<file path="src/hdl/dct_pkg.sv">
package dct_pkg;

  // ==========================================================================
  // Register map (word offsets on the Wishbone bus, byte addresses)
  // ==========================================================================
  localparam logic [7:0] DCT_OFF_MODE   = 8'h00; // timer_mode_register
  localparam logic [7:0] DCT_OFF_CTRL   = 8'h04; // timer_control_register
  localparam logic [7:0] DCT_OFF_CKSEL  = 8'h08; // clock_select_register
  localparam logic [7:0] DCT_OFF_GCFG   = 8'h0C; // gate_input_config_register
  localparam logic [7:0] DCT_OFF_CNT_A  = 8'h10; // count bytes of timer A
  localparam logic [7:0] DCT_OFF_CNT_B  = 8'h14; // count bytes of timer B

  // ==========================================================================
  // Field positions
  // ==========================================================================
  // Mode register: per timer a nibble, timer A in [3:0], timer B in [7:4]
  localparam int DCT_MODE_M0     = 0; // mode select: 0 = 13 bit, 1 = 16 bit
  localparam int DCT_MODE_EXT    = 2; // external_count_select
  localparam int DCT_MODE_GATE   = 3; // gate_control
  localparam int DCT_MODE_B_BASE = 4; // nibble offset of timer B
  // Control register
  localparam int DCT_CTRL_RUN_A  = 4; // run_bit_a
  localparam int DCT_CTRL_RUN_B  = 6; // run_bit_b
  localparam int DCT_CTRL_OVF_A  = 5; // overflow flag A
  localparam int DCT_CTRL_OVF_B  = 7; // overflow flag B
  // Clock select register
  localparam int DCT_CK_SCALE_LO = 0; // clock scale bits [1:0]
  localparam int DCT_CK_DIR_A    = 3; // direct_clock_select_a
  localparam int DCT_CK_DIR_B    = 4; // direct_clock_select_b
  // Gate config register
  localparam int DCT_GC_POL_A    = 3; // gate_polarity_a
  localparam int DCT_GC_POL_B    = 7; // gate_polarity_b

  // ==========================================================================
  // Reset values and prescaler
  // ==========================================================================
  localparam logic [7:0]  DCT_RST_BYTE  = 8'h00;
  localparam logic [15:0] DCT_RST_COUNT = 16'h0000;
  localparam logic [5:0]  DCT_DIV_12    = 6'h0B; // Terminal count of /12
  localparam logic [5:0]  DCT_DIV_4     = 6'h03; // Terminal count of /4
  localparam logic [5:0]  DCT_DIV_48    = 6'h2F; // Terminal count of /48

  // Per-timer configuration carried as one struct
  typedef struct packed {
    logic       mode16;    // 16-bit mode
    logic       ext_sel;   // count falling edges of the pin
    logic       gate_ctl;  // gate by external input
    logic       direct;    // direct system clock
    logic       run;       // run bit
    logic       gate_pol;  // gate active level
  } dct_cfg_t;

  // Word written into a timer's count
  typedef struct packed {
    logic        we;
    logic [3:0]  sel;
    logic [15:0] data;
  } dct_load_t;

endpackage

</file>
<file path="src/hdl/dct_prescaler.sv">
`timescale 1ns/100ps
// ============================================================================
// Prescaler: one-cycle tick at the scaled rate chosen by the scale bits
// ============================================================================
module dct_prescaler
  import dct_pkg::*;
(
  input  wire logic       clk_i,
  input  wire logic       rst_i,
  input  wire logic [1:0] scale_i,  // 00 /12, 01 /4, 10 /48, 11 external tick
  input  wire logic       ext_tick_i, // Synchronous slow tick for scale 11
  output logic            tick_o
);

  logic [5:0] cnt_q;   // Divider count
  logic [5:0] cnt_d;
  logic       tick_q;  // Registered tick
  logic       tick_d;
  logic [5:0] term;    // Terminal count for the selected ratio

  // ==========================================================================
  // Next-state logic
  // ==========================================================================
  always_comb begin
    case (scale_i)
      2'b00:   term = DCT_DIV_12;
      2'b01:   term = DCT_DIV_4;
      2'b10:   term = DCT_DIV_48;
      default: term = DCT_DIV_12;
    endcase
    // Scale change mid-count may stretch one period; harmless for a timer
    if (cnt_q >= term) begin
      cnt_d = 6'h00;
    end else begin
      cnt_d = cnt_q + 6'h01;
    end
    if (scale_i == 2'b11) begin
      tick_d = ext_tick_i;
    end else begin
      tick_d = (cnt_q >= term);
    end
  end

  // Registers only
  always_ff @(posedge clk_i) begin
    if (rst_i) begin
      cnt_q  <= 6'h00;
      tick_q <= 1'b0;
    end else begin
      cnt_q  <= cnt_d;
      tick_q <= tick_d;
    end
  end

  assign tick_o = tick_q;

endmodule

</file>
<file path="src/hdl/dct_timer.sv">
`timescale 1ns/100ps
// ============================================================================
// One counter/timer channel with 13/16-bit count, pin edge and gating
// ============================================================================
module dct_timer
  import dct_pkg::*;
(
  input  wire logic      clk_i,
  input  wire logic      rst_i,
  input  wire dct_cfg_t  cfg_i,       // Configuration bits of this channel
  input  wire logic      prescale_i,  // Prescaler tick
  input  wire logic      pin_i,       // Synchronised count pin
  input  wire logic      gate_i,      // Synchronised gate input
  input  wire dct_load_t load_i,      // Software write to the count
  output logic [15:0]    count_o,
  output logic           ovf_o        // One-cycle wrap pulse
);

  logic [15:0] cnt_q;    // Count bytes, high in [15:8], low in [7:0]
  logic [15:0] cnt_d;
  logic        pin_q;    // Previous pin level for edge detect
  logic        ovf_q;
  logic        ovf_d;
  logic        enable;   // Run and gate condition
  logic        inc;      // Count this cycle
  logic [15:0] nxt;

  // ==========================================================================
  // Count logic
  // ==========================================================================
  always_comb begin
    // Run gates everything; gate input only matters with gate control set
    enable = cfg_i.run && (!cfg_i.gate_ctl || (gate_i == cfg_i.gate_pol));
    if (cfg_i.ext_sel) begin
      inc = enable && pin_q && !pin_i;
    end else if (cfg_i.direct) begin
      inc = enable;
    end else begin
      inc = enable && prescale_i;
    end
    nxt   = cnt_q;
    ovf_d = 1'b0;
    if (inc) begin
      if (cfg_i.mode16) begin
        nxt   = cnt_q + 16'h0001;
        ovf_d = (cnt_q == 16'hFFFF);
      end else begin
        // 13 bits: high byte above low five bits of the low byte
        nxt[4:0]  = cnt_q[4:0] + 5'h01;
        nxt[7:5]  = cnt_q[7:5];
        if (cnt_q[4:0] == 5'h1F) begin
          nxt[15:8] = cnt_q[15:8] + 8'h01;
        end
        ovf_d = (cnt_q[15:8] == 8'hFF) && (cnt_q[4:0] == 5'h1F);
      end
    end
    // Software load wins over counting; run bit never clears the count
    cnt_d = nxt;
    if (load_i.we && load_i.sel[0]) begin
      cnt_d[7:0] = load_i.data[7:0];
    end
    if (load_i.we && load_i.sel[1]) begin
      cnt_d[15:8] = load_i.data[15:8];
    end
  end

  // Registers only
  always_ff @(posedge clk_i) begin
    if (rst_i) begin
      cnt_q <= DCT_RST_COUNT;
      pin_q <= 1'b1;
      ovf_q <= 1'b0;
    end else begin
      cnt_q <= cnt_d;
      pin_q <= pin_i;
      ovf_q <= ovf_d;
    end
  end

  assign count_o = cnt_q;
  assign ovf_o   = ovf_q;

endmodule

</file>
<file path="src/hdl/dct_top.sv">
`timescale 1ns/100ps
// Summary of operation
// - Falling pin edges count when external select set
// - Else direct clock bit picks sysclk or prescaler
// - Count only when run and gate condition hold
// - Run low disables; inactive gate stops counting only with gate control set
// - Run bit never clears count; software preloads
// - Timer B identical, own bits, 13/16-bit count
// - Timer B gate uses own input and polarity
// - Sixteen-bit mode uses all count bits
module dct_top
  import dct_pkg::*;
(
  input  wire logic        clk_i,
  input  wire logic        rst_i,
  // Wishbone classic slave
  input  wire logic        cyc_i,
  input  wire logic        stb_i,
  input  wire logic        we_i,
  input  wire logic [7:0]  adr_i,
  input  wire logic [3:0]  sel_i,
  input  wire logic [31:0] dat_i,
  output logic [31:0]      dat_o,
  output logic             ack_o,
  output logic             err_o,
  // Pins
  input  wire logic        count_input_pin_a_i,
  input  wire logic        count_input_pin_b_i,
  input  wire logic        gate_input_a_i,
  input  wire logic        gate_input_b_i,
  input  wire logic        ext_scale_tick_i    // Slow external tick, scale 11
);

  // ==========================================================================
  // Pin synchronisers (two flops each, second flop read only)
  // ==========================================================================
  logic [4:0] pin_meta_q;
  logic [4:0] pin_sync_q;
  logic [4:0] pin_raw;

  assign pin_raw = {ext_scale_tick_i, gate_input_b_i, gate_input_a_i,
                    count_input_pin_b_i, count_input_pin_a_i};

  // Reset high so an idle-high pin does not fake a falling edge
  always_ff @(posedge clk_i) begin
    if (rst_i) begin
      pin_meta_q <= 5'h0F;
      pin_sync_q <= 5'h0F;
    end else begin
      pin_meta_q <= pin_raw;
      pin_sync_q <= pin_meta_q;
    end
  end

  // External tick as a single pulse on its rising edge
  logic ext_prev_q;
  logic ext_pulse;
  always_ff @(posedge clk_i) begin
    if (rst_i) begin
      ext_prev_q <= 1'b0;
    end else begin
      ext_prev_q <= pin_sync_q[4];
    end
  end
  assign ext_pulse = pin_sync_q[4] && !ext_prev_q;

  // ==========================================================================
  // Registers
  // ==========================================================================
  logic [7:0] mode_q,  mode_d;    // timer_mode_register
  logic [7:0] ctrl_q,  ctrl_d;    // timer_control_register
  logic [7:0] cksel_q, cksel_d;   // clock_select_register
  logic [7:0] gcfg_q,  gcfg_d;    // gate_input_config_register
  logic       ack_q,   ack_d;
  logic       err_q,   err_d;
  logic [31:0] rdat_q, rdat_d;

  logic [15:0] count_a, count_b;  // Live counts
  logic        ovf_a,   ovf_b;    // Wrap pulses
  logic        req;               // New bus request this cycle
  logic        hit;               // Address is mapped
  logic        wr;                // Accepted write
  dct_cfg_t    cfg_a,   cfg_b;
  dct_load_t   load_a,  load_b;
  logic        tick;

  // Decodes an offset into a mapped flag, used by read and write paths
  function automatic logic dct_mapped(input logic [7:0] a);
    case (a)
      DCT_OFF_MODE, DCT_OFF_CTRL, DCT_OFF_CKSEL,
      DCT_OFF_GCFG, DCT_OFF_CNT_A, DCT_OFF_CNT_B: dct_mapped = 1'b1;
      default:                                     dct_mapped = 1'b0;
    endcase
  endfunction

  // ==========================================================================
  // Bus and control next-state logic
  // ==========================================================================
  always_comb begin
    // One wait-free answer cycle; ack drops the cycle after it is given
    req     = cyc_i && stb_i && !ack_q && !err_q;
    hit     = dct_mapped(adr_i);
    wr      = req && hit && we_i;
    ack_d   = req && hit;
    err_d   = req && !hit;
    mode_d  = mode_q;
    ctrl_d  = ctrl_q;
    cksel_d = cksel_q;
    gcfg_d  = gcfg_q;
    rdat_d  = rdat_q;
    if (wr && sel_i[0]) begin
      case (adr_i)
        DCT_OFF_MODE:  mode_d  = dat_i[7:0];
        DCT_OFF_CTRL:  ctrl_d  = dat_i[7:0];
        DCT_OFF_CKSEL: cksel_d = dat_i[7:0];
        DCT_OFF_GCFG:  gcfg_d  = dat_i[7:0];
        default:       mode_d  = mode_q;
      endcase
    end
    // Overflow flags: hardware set wins over a software clear
    if (ovf_a) begin
      ctrl_d[DCT_CTRL_OVF_A] = 1'b1;
    end
    if (ovf_b) begin
      ctrl_d[DCT_CTRL_OVF_B] = 1'b1;
    end
    if (req && hit && !we_i) begin
      case (adr_i)
        DCT_OFF_MODE:  rdat_d = {24'h00_0000, mode_q};
        DCT_OFF_CTRL:  rdat_d = {24'h00_0000, ctrl_q};
        DCT_OFF_CKSEL: rdat_d = {24'h00_0000, cksel_q};
        DCT_OFF_GCFG:  rdat_d = {24'h00_0000, gcfg_q};
        DCT_OFF_CNT_A: rdat_d = {16'h0000, count_a};
        DCT_OFF_CNT_B: rdat_d = {16'h0000, count_b};
        default:       rdat_d = 32'h0000_0000;
      endcase
    end else if (req) begin
      rdat_d = 32'h0000_0000;
    end
  end

  // Registers only
  always_ff @(posedge clk_i) begin
    if (rst_i) begin
      mode_q  <= DCT_RST_BYTE;
      ctrl_q  <= DCT_RST_BYTE;
      cksel_q <= DCT_RST_BYTE;
      gcfg_q  <= DCT_RST_BYTE;
      ack_q   <= 1'b0;
      err_q   <= 1'b0;
      rdat_q  <= 32'h0000_0000;
    end else begin
      mode_q  <= mode_d;
      ctrl_q  <= ctrl_d;
      cksel_q <= cksel_d;
      gcfg_q  <= gcfg_d;
      ack_q   <= ack_d;
      err_q   <= err_d;
      rdat_q  <= rdat_d;
    end
  end

  assign ack_o = ack_q;
  assign err_o = err_q;
  assign dat_o = rdat_q;

  // ==========================================================================
  // Channel configuration
  // ==========================================================================
  always_comb begin
    cfg_a.mode16   = mode_q[DCT_MODE_M0];
    cfg_a.ext_sel  = mode_q[DCT_MODE_EXT];
    cfg_a.gate_ctl = mode_q[DCT_MODE_GATE];
    cfg_a.direct   = cksel_q[DCT_CK_DIR_A];
    cfg_a.run      = ctrl_q[DCT_CTRL_RUN_A];
    cfg_a.gate_pol = gcfg_q[DCT_GC_POL_A];
    // Timer B: same fields in its own nibble and own bits
    cfg_b.mode16   = mode_q[DCT_MODE_B_BASE + DCT_MODE_M0];
    cfg_b.ext_sel  = mode_q[DCT_MODE_B_BASE + DCT_MODE_EXT];
    cfg_b.gate_ctl = mode_q[DCT_MODE_B_BASE + DCT_MODE_GATE];
    cfg_b.direct   = cksel_q[DCT_CK_DIR_B];
    cfg_b.run      = ctrl_q[DCT_CTRL_RUN_B];
    cfg_b.gate_pol = gcfg_q[DCT_GC_POL_B];
    load_a.we      = wr && (adr_i == DCT_OFF_CNT_A);
    load_a.sel     = sel_i;
    load_a.data    = dat_i[15:0];
    load_b.we      = wr && (adr_i == DCT_OFF_CNT_B);
    load_b.sel     = sel_i;
    load_b.data    = dat_i[15:0];
  end

  // ==========================================================================
  // Shared prescaler and two channels
  // ==========================================================================
  dct_prescaler u_pre (
    .clk_i      (clk_i),
    .rst_i      (rst_i),
    .scale_i    (cksel_q[DCT_CK_SCALE_LO +: 2]),
    .ext_tick_i (ext_pulse),
    .tick_o     (tick)
  );

  dct_timer u_tmr_a (
    .clk_i      (clk_i),
    .rst_i      (rst_i),
    .cfg_i      (cfg_a),
    .prescale_i (tick),
    .pin_i      (pin_sync_q[0]),
    .gate_i     (pin_sync_q[2]),
    .load_i     (load_a),
    .count_o    (count_a),
    .ovf_o      (ovf_a)
  );

  dct_timer u_tmr_b (
    .clk_i      (clk_i),
    .rst_i      (rst_i),
    .cfg_i      (cfg_b),
    .prescale_i (tick),
    .pin_i      (pin_sync_q[1]),
    .gate_i     (pin_sync_q[3]),
    .load_i     (load_b),
    .count_o    (count_b),
    .ovf_o      (ovf_b)
  );

endmodule

</file>
<file path="config.mk">
export PLATFORM = sky130hd
export DESIGN_NAME = dct_top
export DESIGN_NICKNAME = d
export VERILOG_FILES = /design/src/hdl/dct_pkg.sv /design/src/hdl/dct_prescaler.sv /design/src/hdl/dct_timer.sv /design/src/hdl/dct_top.sv
export SDC_FILE = /design/constraint.sdc
export NUM_CORES = 1
export LEC_CHECK = 0
export ABC_AREA = 1
export BUFFER_PORTS_ARGS = -buffer_cell sky130_fd_sc_hd__buf_2
export CAP_MARGIN = 20
export CORE_ASPECT_RATIO = 1.2
export CORE_UTILIZATION = 30
export CTS_BUF_LIST = sky130_fd_sc_hd__clkbuf_16
export CTS_CLUSTER_DIAMETER = 120
export DETAILED_ROUTE_END_ITERATION = 10
export SLEW_MARGIN = 20
export SYNTH_ARGS = -nofsm -noshare
export SYNTH_HDL_FRONTEND = slang
export SYNTH_SLANG_ARGS = --single-unit
</file>
<file path="constraint.sdc">
create_clock -name clk_i -period 2.26 [get_ports clk_i]
set_input_delay 0.113 -clock clk_i [delete_from_list [all_inputs] [get_ports clk_i]]
set_output_delay 0.113 -clock clk_i [all_outputs]
set_load 0.005 [all_outputs]
</file>
==> run summary <==
The run finished with clean final reports. The end point of the most critical hold path is ctrl_q[5]. The most frequent cell on the critical path is sky130_fd_sc_hd__nand2_1.

The number of failing hold endpoints at the final stage came out at 0. The post-synthesis sequential area ratio came out at 37.7%. The slew at the pin closest to its max-slew limit came out at about 0.54 ns. The average footprint of a synthesized cell is 6.83 µm².

The initial utilization of the core area, before any placement, comes to a little under a third. The maximum clock frequency came out at about 0.5 GHz. The portion of the clock cycle consumed by the worst path in the final layout came out at around 87%. The startpoint identified for the worst register-to-register timing path is u_tmr_a.count_o[0]. In this run, flip-flops and latches consume a little over 50% of the power. After synthesis, the largest area contributor takes up a little under two fifths of total cell area. The Yosys step of the flow raised 0 warnings. The worst setup path is captured at a flop. The die height is roughly 150 µm. The post-detailed-route via-to-cell ratio came out at ~4.7.

TritonCTS created 9 clock buffers. The number of max-slew violations in the final report came out at 0. The leakage component of the power came out at around 2.6 nW. The number of fill cells is a little under 2000. The first-pass iteration count of the detailed router came out at 5. The cell with the largest stage delay on the worst path is sky130_fd_sc_hd__dfxtp_1. The repair_antennas step left the layout with diodes totalling 0.

The placer congestion estimate came out at 0.844. Clock tree synthesis selected as its root buffer the cell sky130_fd_sc_hd__clkbuf_16. After global routing the overflow that remains totals 0. The total die area came out at around 19000 µm². The multi-input combinational cells in the finished layout cover a total of 2950 µm². The worst relative slew slack came out at between 60% and 70%. The count of antenna-violating nets left after detailed routing came out at 0.

The number of setup buffers added after CTS is 0. The standard cell area after detailed placement is between 6000 and 7000 µm². In this run the worst hold path is classified as input pin to flop.

In the final layout, flip-flops and latches occupy about 2100 µm². The maximum buffer depth of the clock tree came out at 2. The sum of net half-perimeters after detailed placement came out at about 12000 µm.

In this run the most critical hold path is launched from dat_i[5]. Multiplexer cells account for 0% of the synthesized area. Between clock sinks in the finished design, the worst skew comes to 0.00993 ns. The delay contributed by the slowest stage of the critical path came out at around 0.41 ns. The post-CTS clock slew at the launch and capture registers of the worst setup and hold paths is approximately 0.070 ns. The total via count after detailed routing is between 5000 and 6000. The internal portion of total power is 2.76 mW.

After synthesis, the most frequently instantiated cells are 186 x sky130_fd_sc_hd__nand2_1, 121 x sky130_fd_sc_hd__nor2_1, 104 x sky130_fd_sc_hd__dfxtp_1. The cell type contributing the most total cell area after synthesis is sky130_fd_sc_hd__dfxtp_1. Setup slack on the worst reg-to-reg path comes out at between 0.2 and 0.3 ns. The switching share of power came out at between 20% and 30%. After synthesis, the largest family of logic cells by area is simple AND/OR/NAND/NOR gates. The combined global-route utilization of all metal layers came out at ~17%.

VDD sags by at most roughly 0.36 mV. The count of different cell masters after synthesis came out at 39. The signed area change from the synthesized netlist to the final layout came out at 15.3%.

The fraction of power consumed by combinational cells is 4.6%. The fraction of the mapped netlist area in adder cells came out at between 2 and 2.5%. The instance count of the mapped netlist is between 800 and 900.

Counting every sink on the clock net gives 104. The number of global-route vias before repair is 4807. The area of the core region is around 18000 µm².

The startpoint class of the critical path is a flop. 88 I/O pins were placed. The net count reported at finish is ~940.

The fraction of power consumed by the clock network came out at a little over two fifths. The basic-gate share of the synthesized area counting and, or, nand and nor cells came out at a little under a third. At the worst endpoint, the arrival time is about 2.2 ns.

The final routed DRC violation total came out at 0. The count of cells along the worst hold path is 3. For this run, the leading register cell type out of synthesis is sky130_fd_sc_hd__dfxtp_1.

The global-route wire length before repair is about 25000 µm. The summed area of non-filler cells in the final layout is about 6400 µm². The CTS tree is done. Setup repair after global routing left no endpoint under its margin. The share of flip-flops with an asynchronous set or reset after synthesis came out at 0%. In this run the number of H-tree levels came out at 3. The final setup TNS came out at 0 ns. The shortest clock period the worst path allows after layout is slightly below 2 ns. The power density over cell area came out at 565 nW/µm². Traced cell by cell, the critical path runs through ha_1 > nand2_1 > nor3_1 > nand2_1 > nand2_1 > nand2_1 > xor2_1 > nor2_1 > nand2_1 > nand2_1 > nor2_1 > nor2_1. The worst register-to-register path ends at u_tmr_a.count_o[12]. Dividing the detail-routed wire length by the instance count gives about 14 µm. At the worst endpoint, the required time is about 2.5 ns. Of the cells placed in the final design, the portion with a size suffix greater than 1 is about 15%. Max-cap violations in this run came to 0. The chip width came out at between 100 and 150 µm.

After synthesis, the cell types taking the most area are sky130_fd_sc_hd__dfxtp_1 38%, sky130_fd_sc_hd__nand2_1 13%, sky130_fd_sc_hd__nor2_1 8.2%. The largest net degree at the start of global routing is 49. The routed wire length came out at 15400 µm. The number of antenna violations at the first check in global routing is 0.

The category of the most critical setup path is flop to flop. The clock reaches the later pin of the worst-skew pair after approximately 0.36 ns. Counting cells, the worst reg-to-reg path comes to 12. The number of buffers added on ports came out at 53. The first-iteration detailed-routing DRC count came out at 318. The compound-gate portion of the synthesized area is roughly 15%.

Of the total synthesized cell area, the portion taken by XOR and XNOR cells is 3.48%. The highest fanout seen on the critical path came out at 4. The synthesized flop and latch total is 104.

The switching component of the power came out at 846 µW. The synthesized design contains 0 enable-type register cells. The row count came out at 54. Setup violations remaining at the end of the flow were counted as 0. The combined area of all synthesized cells came out at approximately 5500 µm². sky130_fd_sc_hd__nand2_1 is the most common cell in the netlist.
==> cell families after synthesis <==
logic type	count (synthesis)
adders and majority gates	10
buffers and inverters	122
and+or+nand+nor	394
xor gates and xnor gates	22
AOI/OAI and AO/OA	156
DFF	104
other	1
==> how the worst max path moves through the flow <==
stage                            start                   to  slack (ns)  cells past startpoint
floorplan           u_tmr_a.count_o[0]  u_tmr_a.count_o[14]        0.55                     10
global placement    u_tmr_a.count_o[0]  u_tmr_a.count_o[14]        0.19                     10
detailed placement  u_tmr_a.count_o[0]  u_tmr_a.count_o[14]        0.19                     10
CTS                 u_tmr_a.count_o[0]  u_tmr_a.count_o[14]        0.16                     10
global route        u_tmr_a.count_o[0]  u_tmr_a.count_o[12]        0.03                     12
finish              u_tmr_a.count_o[0]  u_tmr_a.count_o[12]        0.29                     12
==> state kept, by name, summed over array words and instances, names as in the netlist, 5 cells and up <==
| register | flops |
|---|---|
| dat_o | 16 |
| u_tmr_a.count_o | 16 |
| u_tmr_b.count_o | 16 |
| cksel_q | 8 |
| ctrl_q | 8 |
| gcfg_q | 8 |
| mode_q | 8 |
| u_pre.cnt_q | 6 |
| pin_meta_q | 5 |
| pin_sync_q | 5 |
==> cell usage in the layout, fill, tap and decap left out, drive strengths merged, types with 16 or more instances in the layout <==
cell and n:
a21oi 63, xor2 19, nand2 194, dfxtp 104, buf 72, nand3 34
nor2 137, inv 81, o21ai 70, conb 16
==> through the flow <==
step           total power [mW]  hold slack (ns)  worst slack [ns]  cells  utilization (%)
2_1_floorplan              1.99            0.217             0.550    824                -
3_3_place_gp               2.06            0.301             0.185   1080             33.3
3_5_place_dp               2.06            0.303             0.187   1080             33.3
4_1_cts                    3.64           0.0593             0.160   1101             35.2
5_1_grt                    3.73           0.0814            0.0329   1101             35.2
6_report                   3.60           0.0601             0.287   1101             35.2
==> power groups by stage <==
stage | registers [mW] | logic (mW) | clock network, mW
2_1_floorplan | 1.89 | 0.101 | 0
3_3_place_gp | 1.89 | 0.161 | 0
3_5_place_dp | 1.89 | 0.163 | 0
4_1_cts | 1.85 | 0.170 | 1.62
5_1_grt | 1.85 | 0.187 | 1.69
6_report | 1.85 | 0.167 | 1.59
==> worst max-delay path: cells and delay by family (launching register included) <==
| kind | cells | cell delay (ns) |
|---|---|---|
| and+or+nand+nor | 10 | 1.09 |
| DFF | 1 | 0.41 |
| xor gates and xnor gates | 1 | 0.14 |
| adders and majority gates | 1 | 0.21 |
==> what timing repair did <==
action / 4_1_cts / 5_1_grt
endpoints found under the hold margin: 5 / 0
endpoints found under the setup margin: 0 / 1
hold buffers: 5 / 0
resized for setup: 0 / 1
==> cell type report <==
cell class,instances,area share [%]
sequential,104,32.7
clock buffer,9,3.53
inverter,82,4.91
multi-input combinational,598,46.3
clock inverter,7,1.06
timing repair buffer,77,7.18
tap,224,4.40
==> layer usage <==
metal	track usage, %	routed length [µm]
met4	6.57	405
met1	20.3	6910
met2	30.1	7460
met3	3.30	653
met5	0	0
Power figures use the tool's default switching activity.
